--- config.mk ---
export PLATFORM = sky130hd
export DESIGN_NAME = fdsr_top
export DESIGN_NICKNAME = d
export VERILOG_FILES = /design/src/rtl/fdsr_pkg.sv /design/src/rtl/fdsr_top.sv
export SDC_FILE = /design/constraint.sdc
export NUM_CORES = 1
export LEC_CHECK = 0
export ABC_AREA = 1
export BUFFER_PORTS_ARGS = -buffer_cell sky130_fd_sc_hd__buf_2
export CAP_MARGIN = 20
export CORE_MARGIN = 8
export CORE_UTILIZATION = 45
export CTS_CLUSTER_SIZE = 30
export DETAILED_ROUTE_END_ITERATION = 7
export MAX_ROUTING_LAYER = met4
export PLACE_DENSITY = 0.73
export SETUP_SLACK_MARGIN = 0.05
export SYNTH_ARGS = -nofsm -noshare
export SYNTH_HDL_FRONTEND = slang
export SYNTH_SLANG_ARGS = --single-unit
--- constraint.sdc ---
create_clock -name clk_sys -period 20.2 [get_ports clk_sys]
set_clock_uncertainty 0.1 [all_clocks]
set_input_delay 3.03 -clock clk_sys [delete_from_list [all_inputs] [get_ports clk_sys]]
set_output_delay 3.03 -clock clk_sys [all_outputs]
set_load 0.005 [all_outputs]
--- src/rtl/fdsr_pkg.sv ---
`default_nettype none
package fdsr_pkg;
	// Register byte offsets
	localparam logic [7:0] ADDR_FREQ_CORR = 8'h00;
	localparam logic [7:0] ADDR_GAIN_B = 8'h04;
	localparam logic [7:0] ADDR_FILTER = 8'h08;
	localparam logic [7:0] ADDR_CTRL = 8'h0c;
	localparam logic [7:0] ADDR_STRENGTH = 8'h10;
	localparam logic [7:0] ADDR_FREQ_AVG = 8'h14;
	localparam logic [7:0] ADDR_STATUS = 8'h18;
	// Frequency correction control fields
	localparam int MANT_LSB = 0;
	localparam int EXP_LSB = 4;
	localparam int SETTLE_LSB = 6;
	localparam logic [7:0] FREQ_CORR_RST = 8'h00;
	// Gain config b: strength average select
	localparam int AVG_LSB = 0;
	localparam logic [7:0] GAIN_B_RST = 8'h00;
	// Filter: decimation field
	localparam int DEC_LSB = 0;
	localparam logic [4:0] DEC_RST = 5'h00;
	// Control: receive enable
	localparam int RX_EN_BIT = 0;
	// Signal strength
	localparam logic [6:0] STRENGTH_MAX = 7'h6a;
	localparam int LOG_SCALE = 4;
	// Slicer
	localparam logic [2:0] MIN_TRANSITIONS = 3'h3;
	// Base sample divider to reach the top filter clock (2 x 307.2 kHz)
	localparam int SAMPLE_DIV = 16;
endpackage
`default_nettype wire

--- src/rtl/fdsr_top.sv ---
// Functional notes
// - Bit clock aligns to data via oversampled filtering
// - Slice against mean of minimum and maximum
// - Expected deviation: 2-bit exponent, 4-bit mantissa
// - Shift beyond deviation records transition, recompute level
// - Level valid only after three transitions
// - Averaging length field selects contributing bits; here it only sets the level step weight to 1/2^length
// - Length 00 disables estimation, level is zero
// - Average frequency readable as offset measure
// - Seven-bit strength value, 0 to 106
// - Strength is four times log2 of average
// - Update rate filter clock over two^(avg+1)
// - Filter clock follows decimation field
//
// Our own choices: the APB interface to the registers and the register addresses.
`timescale 1ns/1ps
`default_nettype none
module fdsr_top #(
	parameter int FREQ_W = 12,
	parameter int AMP_W = 16,
	parameter int OVS = 8
) (
	input wire logic clk_sys,
	input wire logic rst_b,
	input wire logic psel,
	input wire logic penable,
	input wire logic pwrite,
	input wire logic [7:0] paddr,
	input wire logic [31:0] pwdata,
	output logic [31:0] prdata,
	output logic pready,
	output logic pslverr,
	input wire logic signed [FREQ_W-1:0] demod_freq,
	input wire logic [AMP_W-1:0] filter_amp,
	output logic rx_data,
	output logic rx_bit_clk
);
	import fdsr_pkg::*;
	initial begin
		if (FREQ_W < 10 || AMP_W < 2 || AMP_W > 26)
			$error("fdsr_top: unsupported width parameters");
		// Six-bit phase and vote counters bound the oversampling ratio
		if (OVS < 4 || OVS > 63)
			$error("fdsr_top: unsupported oversampling ratio");
	end

	function automatic logic [6:0] log2x4(input logic [AMP_W+3:0] v);
		logic [6:0] r;
		r = 7'h00;
		for (int i = 1; i < AMP_W + 4; i++) begin
			if (v[i])
				r = 7'(LOG_SCALE * i + ((i >= 2) ? int'(v[i-1 -: 2]) : int'(v[0]) * 2));
		end
		if (r > STRENGTH_MAX)
			r = STRENGTH_MAX;
		return r;
	endfunction

	function automatic logic signed [FREQ_W:0] mid(input logic signed [FREQ_W-1:0] a,
		input logic signed [FREQ_W-1:0] b);
		logic signed [FREQ_W:0] s;
		s = (FREQ_W+1)'(a) + (FREQ_W+1)'(b);
		return s >>> 1;
	endfunction

	// Registers
	logic [7:0] freq_correction_ctrl_reg;
	logic [7:0] gain_loop_config_b_reg;
	logic [4:0] channel_decimation_field_reg;
	logic rx_en_reg;
	logic [31:0] prdata_reg;
	logic pready_reg;
	logic pslverr_reg;

	wire [3:0] expected_dev_mantissa = freq_correction_ctrl_reg[MANT_LSB +: 4];
	wire [1:0] expected_dev_exponent = freq_correction_ctrl_reg[EXP_LSB +: 2];
	wire [1:0] slicer_average_length = freq_correction_ctrl_reg[SETTLE_LSB +: 2];
	wire [1:0] strength_average_select = gain_loop_config_b_reg[AVG_LSB +: 2];

	// APB decode: one wait state, unmapped address answers with pslverr
	wire apb_acc = psel && penable && !pready_reg;
	// Writes land on the edge where the master sees pready, never earlier
	wire apb_wr = psel && penable && pready_reg && pwrite;
	wire hit_fc = paddr == ADDR_FREQ_CORR;
	wire hit_gb = paddr == ADDR_GAIN_B;
	wire hit_fl = paddr == ADDR_FILTER;
	wire hit_ct = paddr == ADDR_CTRL;
	wire hit_st = paddr == ADDR_STRENGTH;
	wire hit_fa = paddr == ADDR_FREQ_AVG;
	wire hit_ss = paddr == ADDR_STATUS;
	wire hit_any = hit_fc | hit_gb | hit_fl | hit_ct | hit_st | hit_fa | hit_ss;
	wire wr_fc = apb_wr && hit_fc;
	wire wr_gb = apb_wr && hit_gb;
	wire wr_fl = apb_wr && hit_fl;
	wire wr_ct = apb_wr && hit_ct;
	wire rx_turn_on = wr_ct && pwdata[RX_EN_BIT] && !rx_en_reg;

	always_ff @(posedge clk_sys or negedge rst_b) begin
		if (!rst_b)
			freq_correction_ctrl_reg <= FREQ_CORR_RST;
		else if (wr_fc)
			freq_correction_ctrl_reg <= pwdata[7:0];
	end

	always_ff @(posedge clk_sys or negedge rst_b) begin
		if (!rst_b)
			gain_loop_config_b_reg <= GAIN_B_RST;
		else if (wr_gb)
			gain_loop_config_b_reg <= pwdata[7:0];
	end

	always_ff @(posedge clk_sys or negedge rst_b) begin
		if (!rst_b)
			channel_decimation_field_reg <= DEC_RST;
		else if (wr_fl)
			channel_decimation_field_reg <= pwdata[4:0];
	end

	always_ff @(posedge clk_sys or negedge rst_b) begin
		if (!rst_b)
			rx_en_reg <= 1'b0;
		else if (wr_ct)
			rx_en_reg <= pwdata[RX_EN_BIT];
	end

	// Filter clock enable: base divider times decimation plus one
	logic [4:0] base_cnt_reg;
	logic [4:0] dec_cnt_reg;
	wire base_tick = base_cnt_reg == 5'(SAMPLE_DIV - 1);
	wire filt_tick = base_tick && dec_cnt_reg >= channel_decimation_field_reg;
	always_ff @(posedge clk_sys or negedge rst_b) begin
		if (!rst_b)
			base_cnt_reg <= 5'h00;
		else
			base_cnt_reg <= base_tick ? 5'h00 : base_cnt_reg + 5'h01;
	end

	// Decimation divider only steps on base ticks, so the filter clock tracks the field
	always_ff @(posedge clk_sys or negedge rst_b) begin
		if (!rst_b)
			dec_cnt_reg <= 5'h00;
		else if (base_tick)
			dec_cnt_reg <= filt_tick ? 5'h00 : dec_cnt_reg + 5'h01;
	end

	// Signal strength averaging
	logic [AMP_W+3:0] amp_acc_reg;
	logic [3:0] amp_cnt_reg;
	logic [6:0] strength_reg;
	wire [3:0] amp_last = 4'((2 << strength_average_select) - 1);
	wire [AMP_W+3:0] amp_sum = amp_acc_reg + (AMP_W+4)'(filter_amp);
	// Shift count kept three bits wide: the longest setting would wrap in two
	wire [AMP_W+3:0] amp_avg = amp_sum >> ({1'b0, strength_average_select} + 3'd1);
	always_ff @(posedge clk_sys or negedge rst_b) begin
		if (!rst_b) begin
			amp_acc_reg <= '0;
			amp_cnt_reg <= 4'h0;
			strength_reg <= 7'h00;
		end else if (filt_tick) begin
			if (amp_cnt_reg >= amp_last) begin
				// Result only moves at block end, reads never see a partial sum
				strength_reg <= log2x4(amp_avg);
				amp_acc_reg <= '0;
				amp_cnt_reg <= 4'h0;
			end else begin
				amp_acc_reg <= amp_sum;
				amp_cnt_reg <= amp_cnt_reg + 4'h1;
			end
		end
	end

	// Data slicer
	wire signed [FREQ_W-1:0] exp_dev = FREQ_W'({expected_dev_mantissa, 2'b00})
		<< expected_dev_exponent;
	logic signed [FREQ_W-1:0] min_reg;
	logic signed [FREQ_W-1:0] max_reg;
	logic signed [FREQ_W-1:0] ref_reg;
	logic signed [FREQ_W-1:0] level_reg;
	logic signed [FREQ_W-1:0] avg_reg;
	logic [2:0] trans_cnt_reg;
	logic [6:0] bits_cnt_reg;
	logic dir_reg;
	wire signed [FREQ_W:0] diff = (FREQ_W+1)'(demod_freq) - (FREQ_W+1)'(ref_reg);
	wire up_shift = diff > (FREQ_W+1)'(exp_dev);
	wire dn_shift = -diff > (FREQ_W+1)'(exp_dev);
	wire shift = filt_tick && (up_shift && !dir_reg || dn_shift && dir_reg);
	wire signed [FREQ_W-1:0] new_min = dn_shift ? demod_freq : min_reg;
	wire signed [FREQ_W-1:0] new_max = up_shift ? demod_freq : max_reg;
	wire signed [FREQ_W-1:0] new_mid = FREQ_W'(mid(new_min, new_max));
	wire [6:0] bits_need = 7'(8 << slicer_average_length);
	wire est_on = slicer_average_length != 2'b00;
	wire slicer_clear = rx_turn_on || !rx_en_reg;
	wire est_step = shift && trans_cnt_reg >= MIN_TRANSITIONS - 3'h1;
	// Longer settings give the new mean less weight: steadier level, slower lock
	wire signed [FREQ_W:0] lvl_err = (FREQ_W+1)'(new_mid) - (FREQ_W+1)'(level_reg);
	wire signed [FREQ_W:0] lvl_step = lvl_err >>> slicer_average_length;
	wire signed [FREQ_W-1:0] lvl_next = FREQ_W'((FREQ_W+1)'(level_reg) + lvl_step);
	always_ff @(posedge clk_sys or negedge rst_b) begin
		if (!rst_b) begin
			min_reg <= '0;
			max_reg <= '0;
			ref_reg <= '0;
			trans_cnt_reg <= 3'h0;
			dir_reg <= 1'b0;
		end else if (slicer_clear) begin
			min_reg <= '0;
			max_reg <= '0;
			ref_reg <= '0;
			trans_cnt_reg <= 3'h0;
			dir_reg <= 1'b0;
		end else if (shift) begin
			ref_reg <= demod_freq;
			dir_reg <= up_shift;
			min_reg <= new_min;
			max_reg <= new_max;
			if (trans_cnt_reg < MIN_TRANSITIONS)
				trans_cnt_reg <= trans_cnt_reg + 3'h1;
		end
	end

	// Level and average survive a restart so the offset reading does not drop out
	always_ff @(posedge clk_sys or negedge rst_b) begin
		if (!rst_b) begin
			bits_cnt_reg <= 7'h00;
			level_reg <= '0;
			avg_reg <= '0;
		end else if (slicer_clear) begin
			bits_cnt_reg <= 7'h00;
		end else if (est_step) begin
			if (bits_cnt_reg < bits_need)
				bits_cnt_reg <= bits_cnt_reg + 7'h01;
			avg_reg <= new_mid;
			level_reg <= (bits_cnt_reg == 7'h00) ? new_mid : lvl_next;
		end
	end
	wire signed [FREQ_W-1:0] slice_level = est_on ? level_reg : '0;
	wire signed [FREQ_W-1:0] avg_view = est_on ? avg_reg : '0;

	// Bit synchronizer: oversampled majority vote, phase reset to 1 on data edges
	logic [5:0] ph_reg;
	logic [5:0] vote_reg;
	logic last_raw_reg;
	logic rx_data_reg;
	logic rx_bit_clk_reg;
	wire raw = demod_freq > slice_level;
	wire edge_seen = filt_tick && raw != last_raw_reg;
	wire ph_end = ph_reg == 6'(OVS - 1);
	always_ff @(posedge clk_sys or negedge rst_b) begin
		if (!rst_b) begin
			ph_reg <= 6'h00;
			vote_reg <= 6'h00;
			last_raw_reg <= 1'b0;
			rx_data_reg <= 1'b0;
			rx_bit_clk_reg <= 1'b0;
		end else if (filt_tick) begin
			last_raw_reg <= raw;
			if (edge_seen)
				ph_reg <= 6'h01;
			else
				ph_reg <= ph_end ? 6'h00 : ph_reg + 6'h01;
			if (ph_end || edge_seen) begin
				rx_data_reg <= vote_reg >= 6'(OVS / 2);
				vote_reg <= {5'h00, raw};
			end else begin
				vote_reg <= vote_reg + {5'h00, raw};
			end
			rx_bit_clk_reg <= ph_reg < 6'(OVS / 2);
		end
	end

	// APB read path
	wire [31:0] rd_mux = hit_fc ? {24'h0, freq_correction_ctrl_reg}
		: hit_gb ? {24'h0, gain_loop_config_b_reg}
		: hit_fl ? {27'h0, channel_decimation_field_reg}
		: hit_ct ? {31'h0, rx_en_reg}
		: hit_st ? {25'h0, strength_reg}
		: hit_fa ? 32'(signed'(avg_view))
		: hit_ss ? {29'h0, trans_cnt_reg}
		: 32'h0;
	always_ff @(posedge clk_sys or negedge rst_b) begin
		if (!rst_b) begin
			pready_reg <= 1'b0;
			pslverr_reg <= 1'b0;
		end else begin
			pready_reg <= apb_acc;
			pslverr_reg <= apb_acc && !hit_any;
		end
	end

	// Read data stays put between reads, so a late sample still sees it
	always_ff @(posedge clk_sys or negedge rst_b) begin
		if (!rst_b)
			prdata_reg <= 32'h0;
		else if (apb_acc && !pwrite)
			prdata_reg <= rd_mux;
	end

	assign prdata = prdata_reg;
	assign pready = pready_reg;
	assign pslverr = pslverr_reg;
	assign rx_data = rx_data_reg;
	assign rx_bit_clk = rx_bit_clk_reg;
endmodule
`default_nettype wire

After elaboration in Yosys (flattened, before gate mapping)
Cells that the tools add are included.
{ "word_totals": {"ff_bits": 183, "input_bits": 73, "output_inout_bits": 36} }
{ "classes": {"addsub": 34, "magnitude_cmp": 11, "n_eq_ne": 9, "shift": 5, "mux": 55, "bitwise_logic": 7, "n_reduce_logical": 38} }
{ "ops": {"columns": ["cell", "count"], "rows": [
  ["$mux W32", 6],
  ["$mux W7", 24],
  ["$mux W12", 11],
  ["$add A6 B2 Y7 const A", 8],
  ["$add A7 B2 Y7 const A", 4],
  ["$gt A13 B12 Y1", 2],
  ["$sub A12 B12 Y13", 2],
  ["$add A5 B2 Y6 const A", 4],
  ["$eq A8 B5 Y1 const B", 3],
  ["$add A20 B16 Y20", 1],
  ["$mux W20", 1],
  ["$shr A20 B3 Y20", 1],
  ["$logic_and A1 B1 Y1", 18],
  ["$mux W6", 3],
  ["$eq A8 B4 Y1 const B", 2],
  ["$add A12 B12 Y13", 1],
  ["$neg A13 Y13", 1],
  ["$sshr A13 B2 Y12", 1],
  ["$add A12 B12 Y12", 1],
  ["$gt A12 B12 Y1", 1],
  ["$mux W3", 4],
  ["$shl A6 B2 Y12", 1],
  ["$add A4 B2 Y5 const A", 2],
  ["$add A5 B1 Y5 const B", 2],
  ["other kinds (33)", 55]
]} }

Logic depth before layout (Yosys ltp)
Gate-level depths: netlist of the first run.
{ "logic_depth": {"ltp_word": 26, "depth_mapped": 65, "mapped_depth_nobuf": 64} }

Worst setup path after synthesis of the first run
Ideal clock, no wire load.
{ "synth_timing": {"path_type": "input-to-reg", "startpoint": "in demod_freq[0]", "endpoint": "reg level_reg[11]", "setup_ns": 0.116, "arrival_time_ns": 10.378, "path_slack_ns": 9.606, "stages": 61, "path_buffers": 1, "cell_sequence": "inv_1 > ha_1 > fa_1 > ha_1 > inv_1 > nor2_1 > nand3_1 > nor2_2 > nand3_2 > nor2_4 > xor2_1 > inv_1 > ha_1 > nand4_1 > nor3_1 > a21oi_1 > nor2_1 > nand4_1 > [25 not listed] > a21oi_1 > nor2_1 > a21boi_0 > nor2_1 > o21ai_0 > nand2_1 > nand2_1 > inv_1 > o21ai_0 > nand2_1 > xor2_1 > inv_1 > nand2_1 > nand2_1 > nor2_1 > nor2_1 > nand2_1 > nand2_1"} }
{ "synth_via": {"elab_chain_cells": 9} }
{ "synth_lines": {"columns": ["item", "line_no", "source"], "rows": [
  ["start, declared", "fdsr_top.sv:33", "input wire logic signed [FREQ_W-1:0] demod_freq,"],
  ["$sub A12 B12 Y13", "fdsr_top.sv:183", "wire signed [FREQ_W:0] diff = (FREQ_W+1)'(demod_freq) - (FREQ_W+1)'(ref_reg);"],
  ["$neg A13 Y13", "fdsr_top.sv:185", "wire dn_shift = -diff > (FREQ_W+1)'(exp_dev);"],
  ["$gt A13 B12 Y1", "fdsr_top.sv:185", null],
  ["$mux W12", "fdsr_top.sv:187", "wire signed [FREQ_W-1:0] new_min = dn_shift ? demod_freq : min_reg;"],
  ["$add A12 B12 Y13 *", "fdsr_top.sv:62", "s = (FREQ_W+1)'(a) + (FREQ_W+1)'(b);"],
  ["net new_mid[2]", "fdsr_top.sv:189", "wire signed [FREQ_W-1:0] new_mid = FREQ_W'(mid(new_min, new_max));"],
  ["$sub A12 B12 Y13 *", "fdsr_top.sv:195", "wire signed [FREQ_W:0] lvl_err = (FREQ_W+1)'(new_mid) - (FREQ_W+1)'(level_reg);"],
  ["$sshr A13 B2 Y12 *", "fdsr_top.sv:196", "wire signed [FREQ_W:0] lvl_step = lvl_err >>> slicer_average_length;"],
  ["$add A12 B12 Y12 *", "fdsr_top.sv:197", "wire signed [FREQ_W-1:0] lvl_next = FREQ_W'((FREQ_W+1)'(level_reg) + lvl_step);"],
  ["$mux W12 *", "fdsr_top.sv:233", "level_reg <= (bits_cnt_reg == 7'h00) ? new_mid : lvl_next;"],
  ["end signal, assigned", "fdsr_top.sv:233", null],
  ["end, declared", "fdsr_top.sv:178", "logic signed [FREQ_W-1:0] level_reg;"]
]} }
The timed path passes the listed nets; every way through them passes the cells marked *.
A chain may end at the register's enable or synchronous reset.

Final worst setup path of the first run
Ends and elaborated chain as after synthesis.

==> results.yml, run 1 <==
logic_synthesis:
  synth_top_family_by_area: "simple AND/OR/NAND/NOR gates"
  netlist_area_um2: 13100
  synth_compound_area_share_pct: 15.4
  ys_seq_area_share_pct: 31.2
  synth_edf_count: 0
  synthCells: 1885
  yosys.cell_count.top_type: "nand2_1"
  netlist.area_leader.share_pct: 31.3
  synthSimpleGateAreaFrac_pct: 28.3
  synth-adder-area-share_pct: 11.6
  synth_xor_area_share_pct: 3.13
  syn_avg_cell_area_um2: 6.92
  ys_types: 57
  ys_top_cells_by_count: "553 x nand2_1, 248 x inv_1, 170 x o21ai_0"
  synth_top_area_cell: "dfrtp_1"
  synthesis.nets: 2076
  synthMuxAreaShare_pct: 0.307
  yosysWarnings: 0
  ys.flop_type: "dfrtp_1"
  synth_area_leaders: "dfrtp_1 31%, nand2_1 16%, ha_1 11%"
  ys_ff_latch: 163
  async_reset_ff_share_pct: 100
layout:
  layout.nets: 2120
  finish.utilization_pct: 49.8
  area_delta_synth_final_pct: 9.25
  largest_register_ffs: 20
  drive_above_1_share_pct: 8.04
cts:
  worstSkewPairLatency_ns: 0.44
  numCtsBuffers: 17
  clock-root-buffer: "clkbuf_16"
  clock_path_buffers: 2
  cts_resized: 0
  clk_pin_slew_worst_paths_ns: 0.06
  clock_sinks: 163
  htreeDepth: 4
  cts_hold_buffers: 0
  postCtsSetupBuffers: 0
  cts_tree: "yes"
floorplanning:
  die_h_um: 186
  start_util_pct: 45.6
  die_area_um2: 34700
  die_x_um: 186
  rows: 62
  core_um2: 28600
  io_pins: 109
sta:
  setup_violations: 0
  fin_tns_setup_ns: 0
  rsz0062_at_grt: "no"
  hold_viol: 0
  setup_slack_ns: 8.47
  period_share_pct: 58.1
  tightestPinTransition_ns: 0.839
  fmax_mhz: 85.3
  final_max_slew_viol_count: 0
  layout_min_cycle_time_ns: 11.73
  maxSlewHeadroom_pct: 44.1
global_route:
  grt_max_degree: 67
  grt_pass1_wl_mm: 55.6
  antenna_found_initial: 1
  grt_overflow: 0
  track_usage_pct: 19.1
  grt_pass1_vias: 11700
detailed_routing:
  wirelength_mm: 32.7
  vias_per_cell: 5.29
  route.met3.wl_mm: 1.51
  topRoutingLayerUsed: "met4"
  ant_nets: 0
  route.vias.total: 12300
  firstDrtPassIters: 7
  first_iter_violations: 755
  wl_met2_mm: 15.5
  drt-met1-wl_mm: 15.1
  drc: 0
  wl_per_cell_um: 14.1
power_and_ir_drop:
  clock_power_share_pct: 32.3
  internal_power_mw: 0.674
  switchingPower_mw: 0.380
  power_density_nw_per_um2: 73.9
  switching_share_pct: 36.0
  power.leakage_nw: 7.45
  comb_power_share_pct: 33.5
  ir_drop_mv: 0.0611
  pwr-share-seq_pct: 34.2
critical_path:
  arrival_ns: 11.95
  slowest_delay_ns: 0.51
  endpoint_kind: "flip-flop"
  crit_slowest_cell: "fa_1"
  cp-start-kind: "primary input"
  worstPathRequired_ns: 20.42
  crit_type: "in2reg"
  cpMostUsedCell: "nand2_1"
  worstPathMaxFanout: 25
hold_path:
  hp-class: "reg2reg"
placement:
  place_congestion: 0.927
  place_ws_ns: 8.18
  dpl.hpwl_mm: 25.4
  io_buffers: 84
status:
  status: "finished, final reports clean"
flow_run:
  max-cap-violations: 0
-- critical path, delay by kind of cell --
kind / cells / cell delay (ns)
buffers and inverters: 8 / 0.58
AO/OA/AOI/OAI: 14 / 2.82
XOR/XNOR: 4 / 0.74
adder cells (fa/ha/maj): 7 / 2.29
AND/OR/NAND/NOR: 28 / 2.49
-- area by class of cell --
class | count | area, um^2
fill | 2774 | 14400
antenna | 1 | 2.50
multi-input combinational | 1401 | 7670
inverter | 257 | 967
clock inverter | 12 | 168
timing repair buffer | 89 | 464
tap | 384 | 480
sequential | 163 | 4080
clock buffer | 19 | 433
-- cell usage in the layout, fill, tap and decap left out, drive strengths merged, types with 3 or more instances in the layout --
| cell | synthesis | layout |
|---|---|---|
| nand2 | 558 | 558 |
| inv | 256 | 264 |
| o21ai | 178 | 178 |
| dfrtp | 163 | 163 |
| nand3 | 133 | 133 |
| nor2 | 120 | 120 |
| ha | 113 | 113 |
| a21oi | 93 | 93 |
| buf | 30 | 89 |
| xor2 | 35 | 35 |
| nand4 | 29 | 29 |
| o22ai | 23 | 23 |
| nor3 | 19 | 19 |
| clkbuf | 34 | 19 |
| o21a | 11 | 11 |
| xnor2 | 10 | 10 |
| o211ai | 8 | 8 |
| a21boi | 7 | 7 |
| or2 | 6 | 6 |
| a22oi | 6 | 6 |
| a21o | 5 | 5 |
| fa | 5 | 5 |
| o221ai | 4 | 4 |
| a211oi | 4 | 4 |
| mux2i | 4 | 4 |
| o21bai | 4 | 4 |
| and2 | 4 | 4 |
| nor3b | 4 | 4 |
| a31oi | 3 | 3 |
| nand3b | 3 | 3 |
| bufinv | 0 | 3 |
-- power by group through the flow --
stage | Clock (mW) | Sequential (mW) | Combinational, mW
6_report | 0.340 | 0.360 | 0.353
5_1_grt | 0.359 | 0.363 | 0.410
4_1_cts | 0.344 | 0.361 | 0.353
3_5_place_dp | 0 | 0.367 | 0.350
3_3_place_gp | 0 | 0.366 | 0.339
2_1_floorplan | 0 | 0.362 | 0.270
-- metal layers --
layer | up-vias | global-route usage, %
met3 | 46 | 3.39
met5 | - | -
met4 | 0 | 4.96
li1 | 6247 | -
met1 | 5730 | 24.0
met2 | 270 | 31.5
-- stage by stage --
stage	cells	hold slack [ns]	area (um^2)	power, mW
floorplan	1885	0.333	13100	0.632
global placement	2294	0.348	13700	0.705
detailed placement	2294	0.354	13700	0.717
CTS	2325	0.369	14300	1.06
global route	2326	0.381	14300	1.13
finish	2326	0.365	14300	1.05
-- worst paths after layout --
kind	from	to	slack, ns	depth (start not counted)
worst max-delay path	demod_freq[0]	level_reg[11]$_DFFE_PN0P_	8.47	61
worst min-delay path	base_cnt_reg[0]$_DFF_PN0_	base_cnt_reg[0]$_DFF_PN0_	0.36	1
worst max register to register	ref_reg[0]$_DFFE_PN0P_	level_reg[11]$_DFFE_PN0P_	10.88	59
worst min register to register	base_cnt_reg[0]$_DFF_PN0_	base_cnt_reg[0]$_DFF_PN0_	0.36	1
max in group asynchronous	rst_b	min_reg[11]$_DFFE_PN0P_	15.66	3
min in group asynchronous	rst_b	amp_acc_reg[4]$_DFFE_PN0P_	2.40	1
-- cells by family (layout without fill, tap and decap cells) --
group	count (synthesis)	after routing
buf+inv	321	377
mux	4	4
xor+xnor	45	45
other cells	0	1
fa+ha+maj	118	118
flops	163	163
simple gates	877	877
compound gates	357	357
Power figures use the tool's default switching activity.
==> inputs of run 2 (changes only) <==
Clock period 20.2 ns to 12.2 ns, I/O delays scaled along.
==> results.yml, run 2 (synthesized netlist as in run 1, its figures left out) <==
critical_path:
  endpoint_kind: "flip-flop"
  worstPathRequired_ns: 12.43
  arrival_ns: 10.65
  cpMostUsedCell: "nand2_1"
  worstPathMaxFanout: 25
  slowest_delay_ns: 0.51
  crit_type: "in2reg"
  crit_slowest_cell: "fa_1"
  cp-start-kind: "primary input"
cts:
  htreeDepth: 4
  worstSkewPairLatency_ns: 0.44
  cts_hold_buffers: 0
  clock_sinks: 163
  clock-root-buffer: "clkbuf_16"
  postCtsSetupBuffers: 0
  cts_resized: 0
  clk_pin_slew_worst_paths_ns: 0.08
  cts_tree: "yes"
  clock_path_buffers: 2
  numCtsBuffers: 17
floorplanning:
  die_area_um2: 34700
  rows: 62
  die_x_um: 186
  die_h_um: 186
  core_um2: 28600
  io_pins: 109
  start_util_pct: 45.6
sta:
  tightestPinTransition_ns: 0.995
  fmax_mhz: 96.1
  hold_viol: 0
  maxSlewHeadroom_pct: 33.7
  rsz0062_at_grt: "no"
  layout_min_cycle_time_ns: 10.41
  period_share_pct: 85.3
  setup_violations: 0
  final_max_slew_viol_count: 0
  fin_tns_setup_ns: 0
  whs_ns: 0.370
  setup_slack_ns: 1.79
layout:
  largest_register_ffs: 20
  final_common_cell: "nand2_1"
  layout_common_cells: "553 x nand2_1, 248 x inv_1, 170 x o21ai_0"
  area_delta_synth_final_pct: 9.22
  finish.utilization_pct: 49.8
  layout.nets: 2119
  drive_above_1_share_pct: 8.14
  diodes: 0
placement:
  io_buffers: 84
  place_congestion: 0.928
  place_ws_ns: 1.40
  dpl.hpwl_mm: 25.2
detailed_routing:
  vias_per_cell: 5.26
  wl_per_cell_um: 14.1
  drc: 0
  wirelength_mm: 32.7
  first_iter_violations: 817
  ant_nets: 0
  firstDrtPassIters: 7
  route.vias.total: 12200
power_and_ir_drop:
  finalPower_mw: 1.74
  power_density_nw_per_um2: 122
  ir_drop_mv: 0.106
  power.leakage_nw: 7.44
global_route:
  track_usage_pct: 18.9
  antenna_found_initial: 0
  grt_max_degree: 106
  grt_overflow: 0
  grt_pass1_wl_mm: 54.7
  grt_pass1_vias: 11500
flow_run:
  max-cap-violations: 0
hold_path:
  hp-class: "reg2reg"
status:
  status: "finished, final reports clean"
==> run 2: changes by cell type in the layout (fill, tap and decap cells not counted), sizes merged <==
cell / before / now
buf: 89 / 88
diode: 1 / 0
clkinvlp: 0 / 1
clkbuf: 19 / 17
inv: 264 / 266
bufinv: 3 / 1
clkinv: 2 / 4
==> run 2: path summary, 6_finish.rpt <==
path                       cells past startpoint                       from  slack, ns                          to
max in group asynchronous                      2                      rst_b       9.21      ref_reg[7]$_DFFE_PN0P_
hold reg to reg                                1  base_cnt_reg[0]$_DFF_PN0_       0.37   base_cnt_reg[0]$_DFF_PN0_
hold / removal                                 1  base_cnt_reg[0]$_DFF_PN0_       0.37   base_cnt_reg[0]$_DFF_PN0_
setup reg to reg                              59     ref_reg[0]$_DFFE_PN0P_       3.00   level_reg[11]$_DFFE_PN0P_
min in group asynchronous                      1                      rst_b       1.36  amp_acc_reg[4]$_DFFE_PN0P_
setup / recovery                              61              demod_freq[0]       1.79   level_reg[11]$_DFFE_PN0P_
==> run 2: worst max-delay path, delay by kind of cell <==
kind | cells | cell delay [ns]
buf+inv | 8 | 0.57
xor+xnor | 4 | 0.75
fa+ha+maj | 7 | 2.29
compound gates | 14 | 2.76
simple gates | 28 | 2.41
==> run 2: cell type report <==
| class | count | area (um^2) |
|---|---|---|
| clock inverter | 15 | 181 |
| tap | 384 | 480 |
| sequential | 163 | 4080 |
| clock buffer | 17 | 425 |
| multi-input combinational | 1401 | 7670 |
| inverter | 257 | 967 |
| fill | 2792 | 14400 |
| timing repair buffer | 88 | 457 |
==> run 2: routing by layer <==
metal,share of wire (%),track usage [%]
met2,47,31.4
met4,1.9,5.11
met1,47,23.7
met3,4.1,2.87
met5,0,-
==> run 2: power breakdown <==
group	internal, mW	leakage [nW]	switching (mW)
registers	0.572	2.15	0.0246
logic	0.217	4.99	0.369
clock network	0.296	0.296	0.265
==> run 2: through the flow <==
stage	cells	cell area, um^2
6_report	2325	14300
5_1_grt	2325	14300
4_1_cts	2325	14300
3_5_place_dp	2293	13600
3_3_place_gp	2293	13600
2_1_floorplan	1885	13100
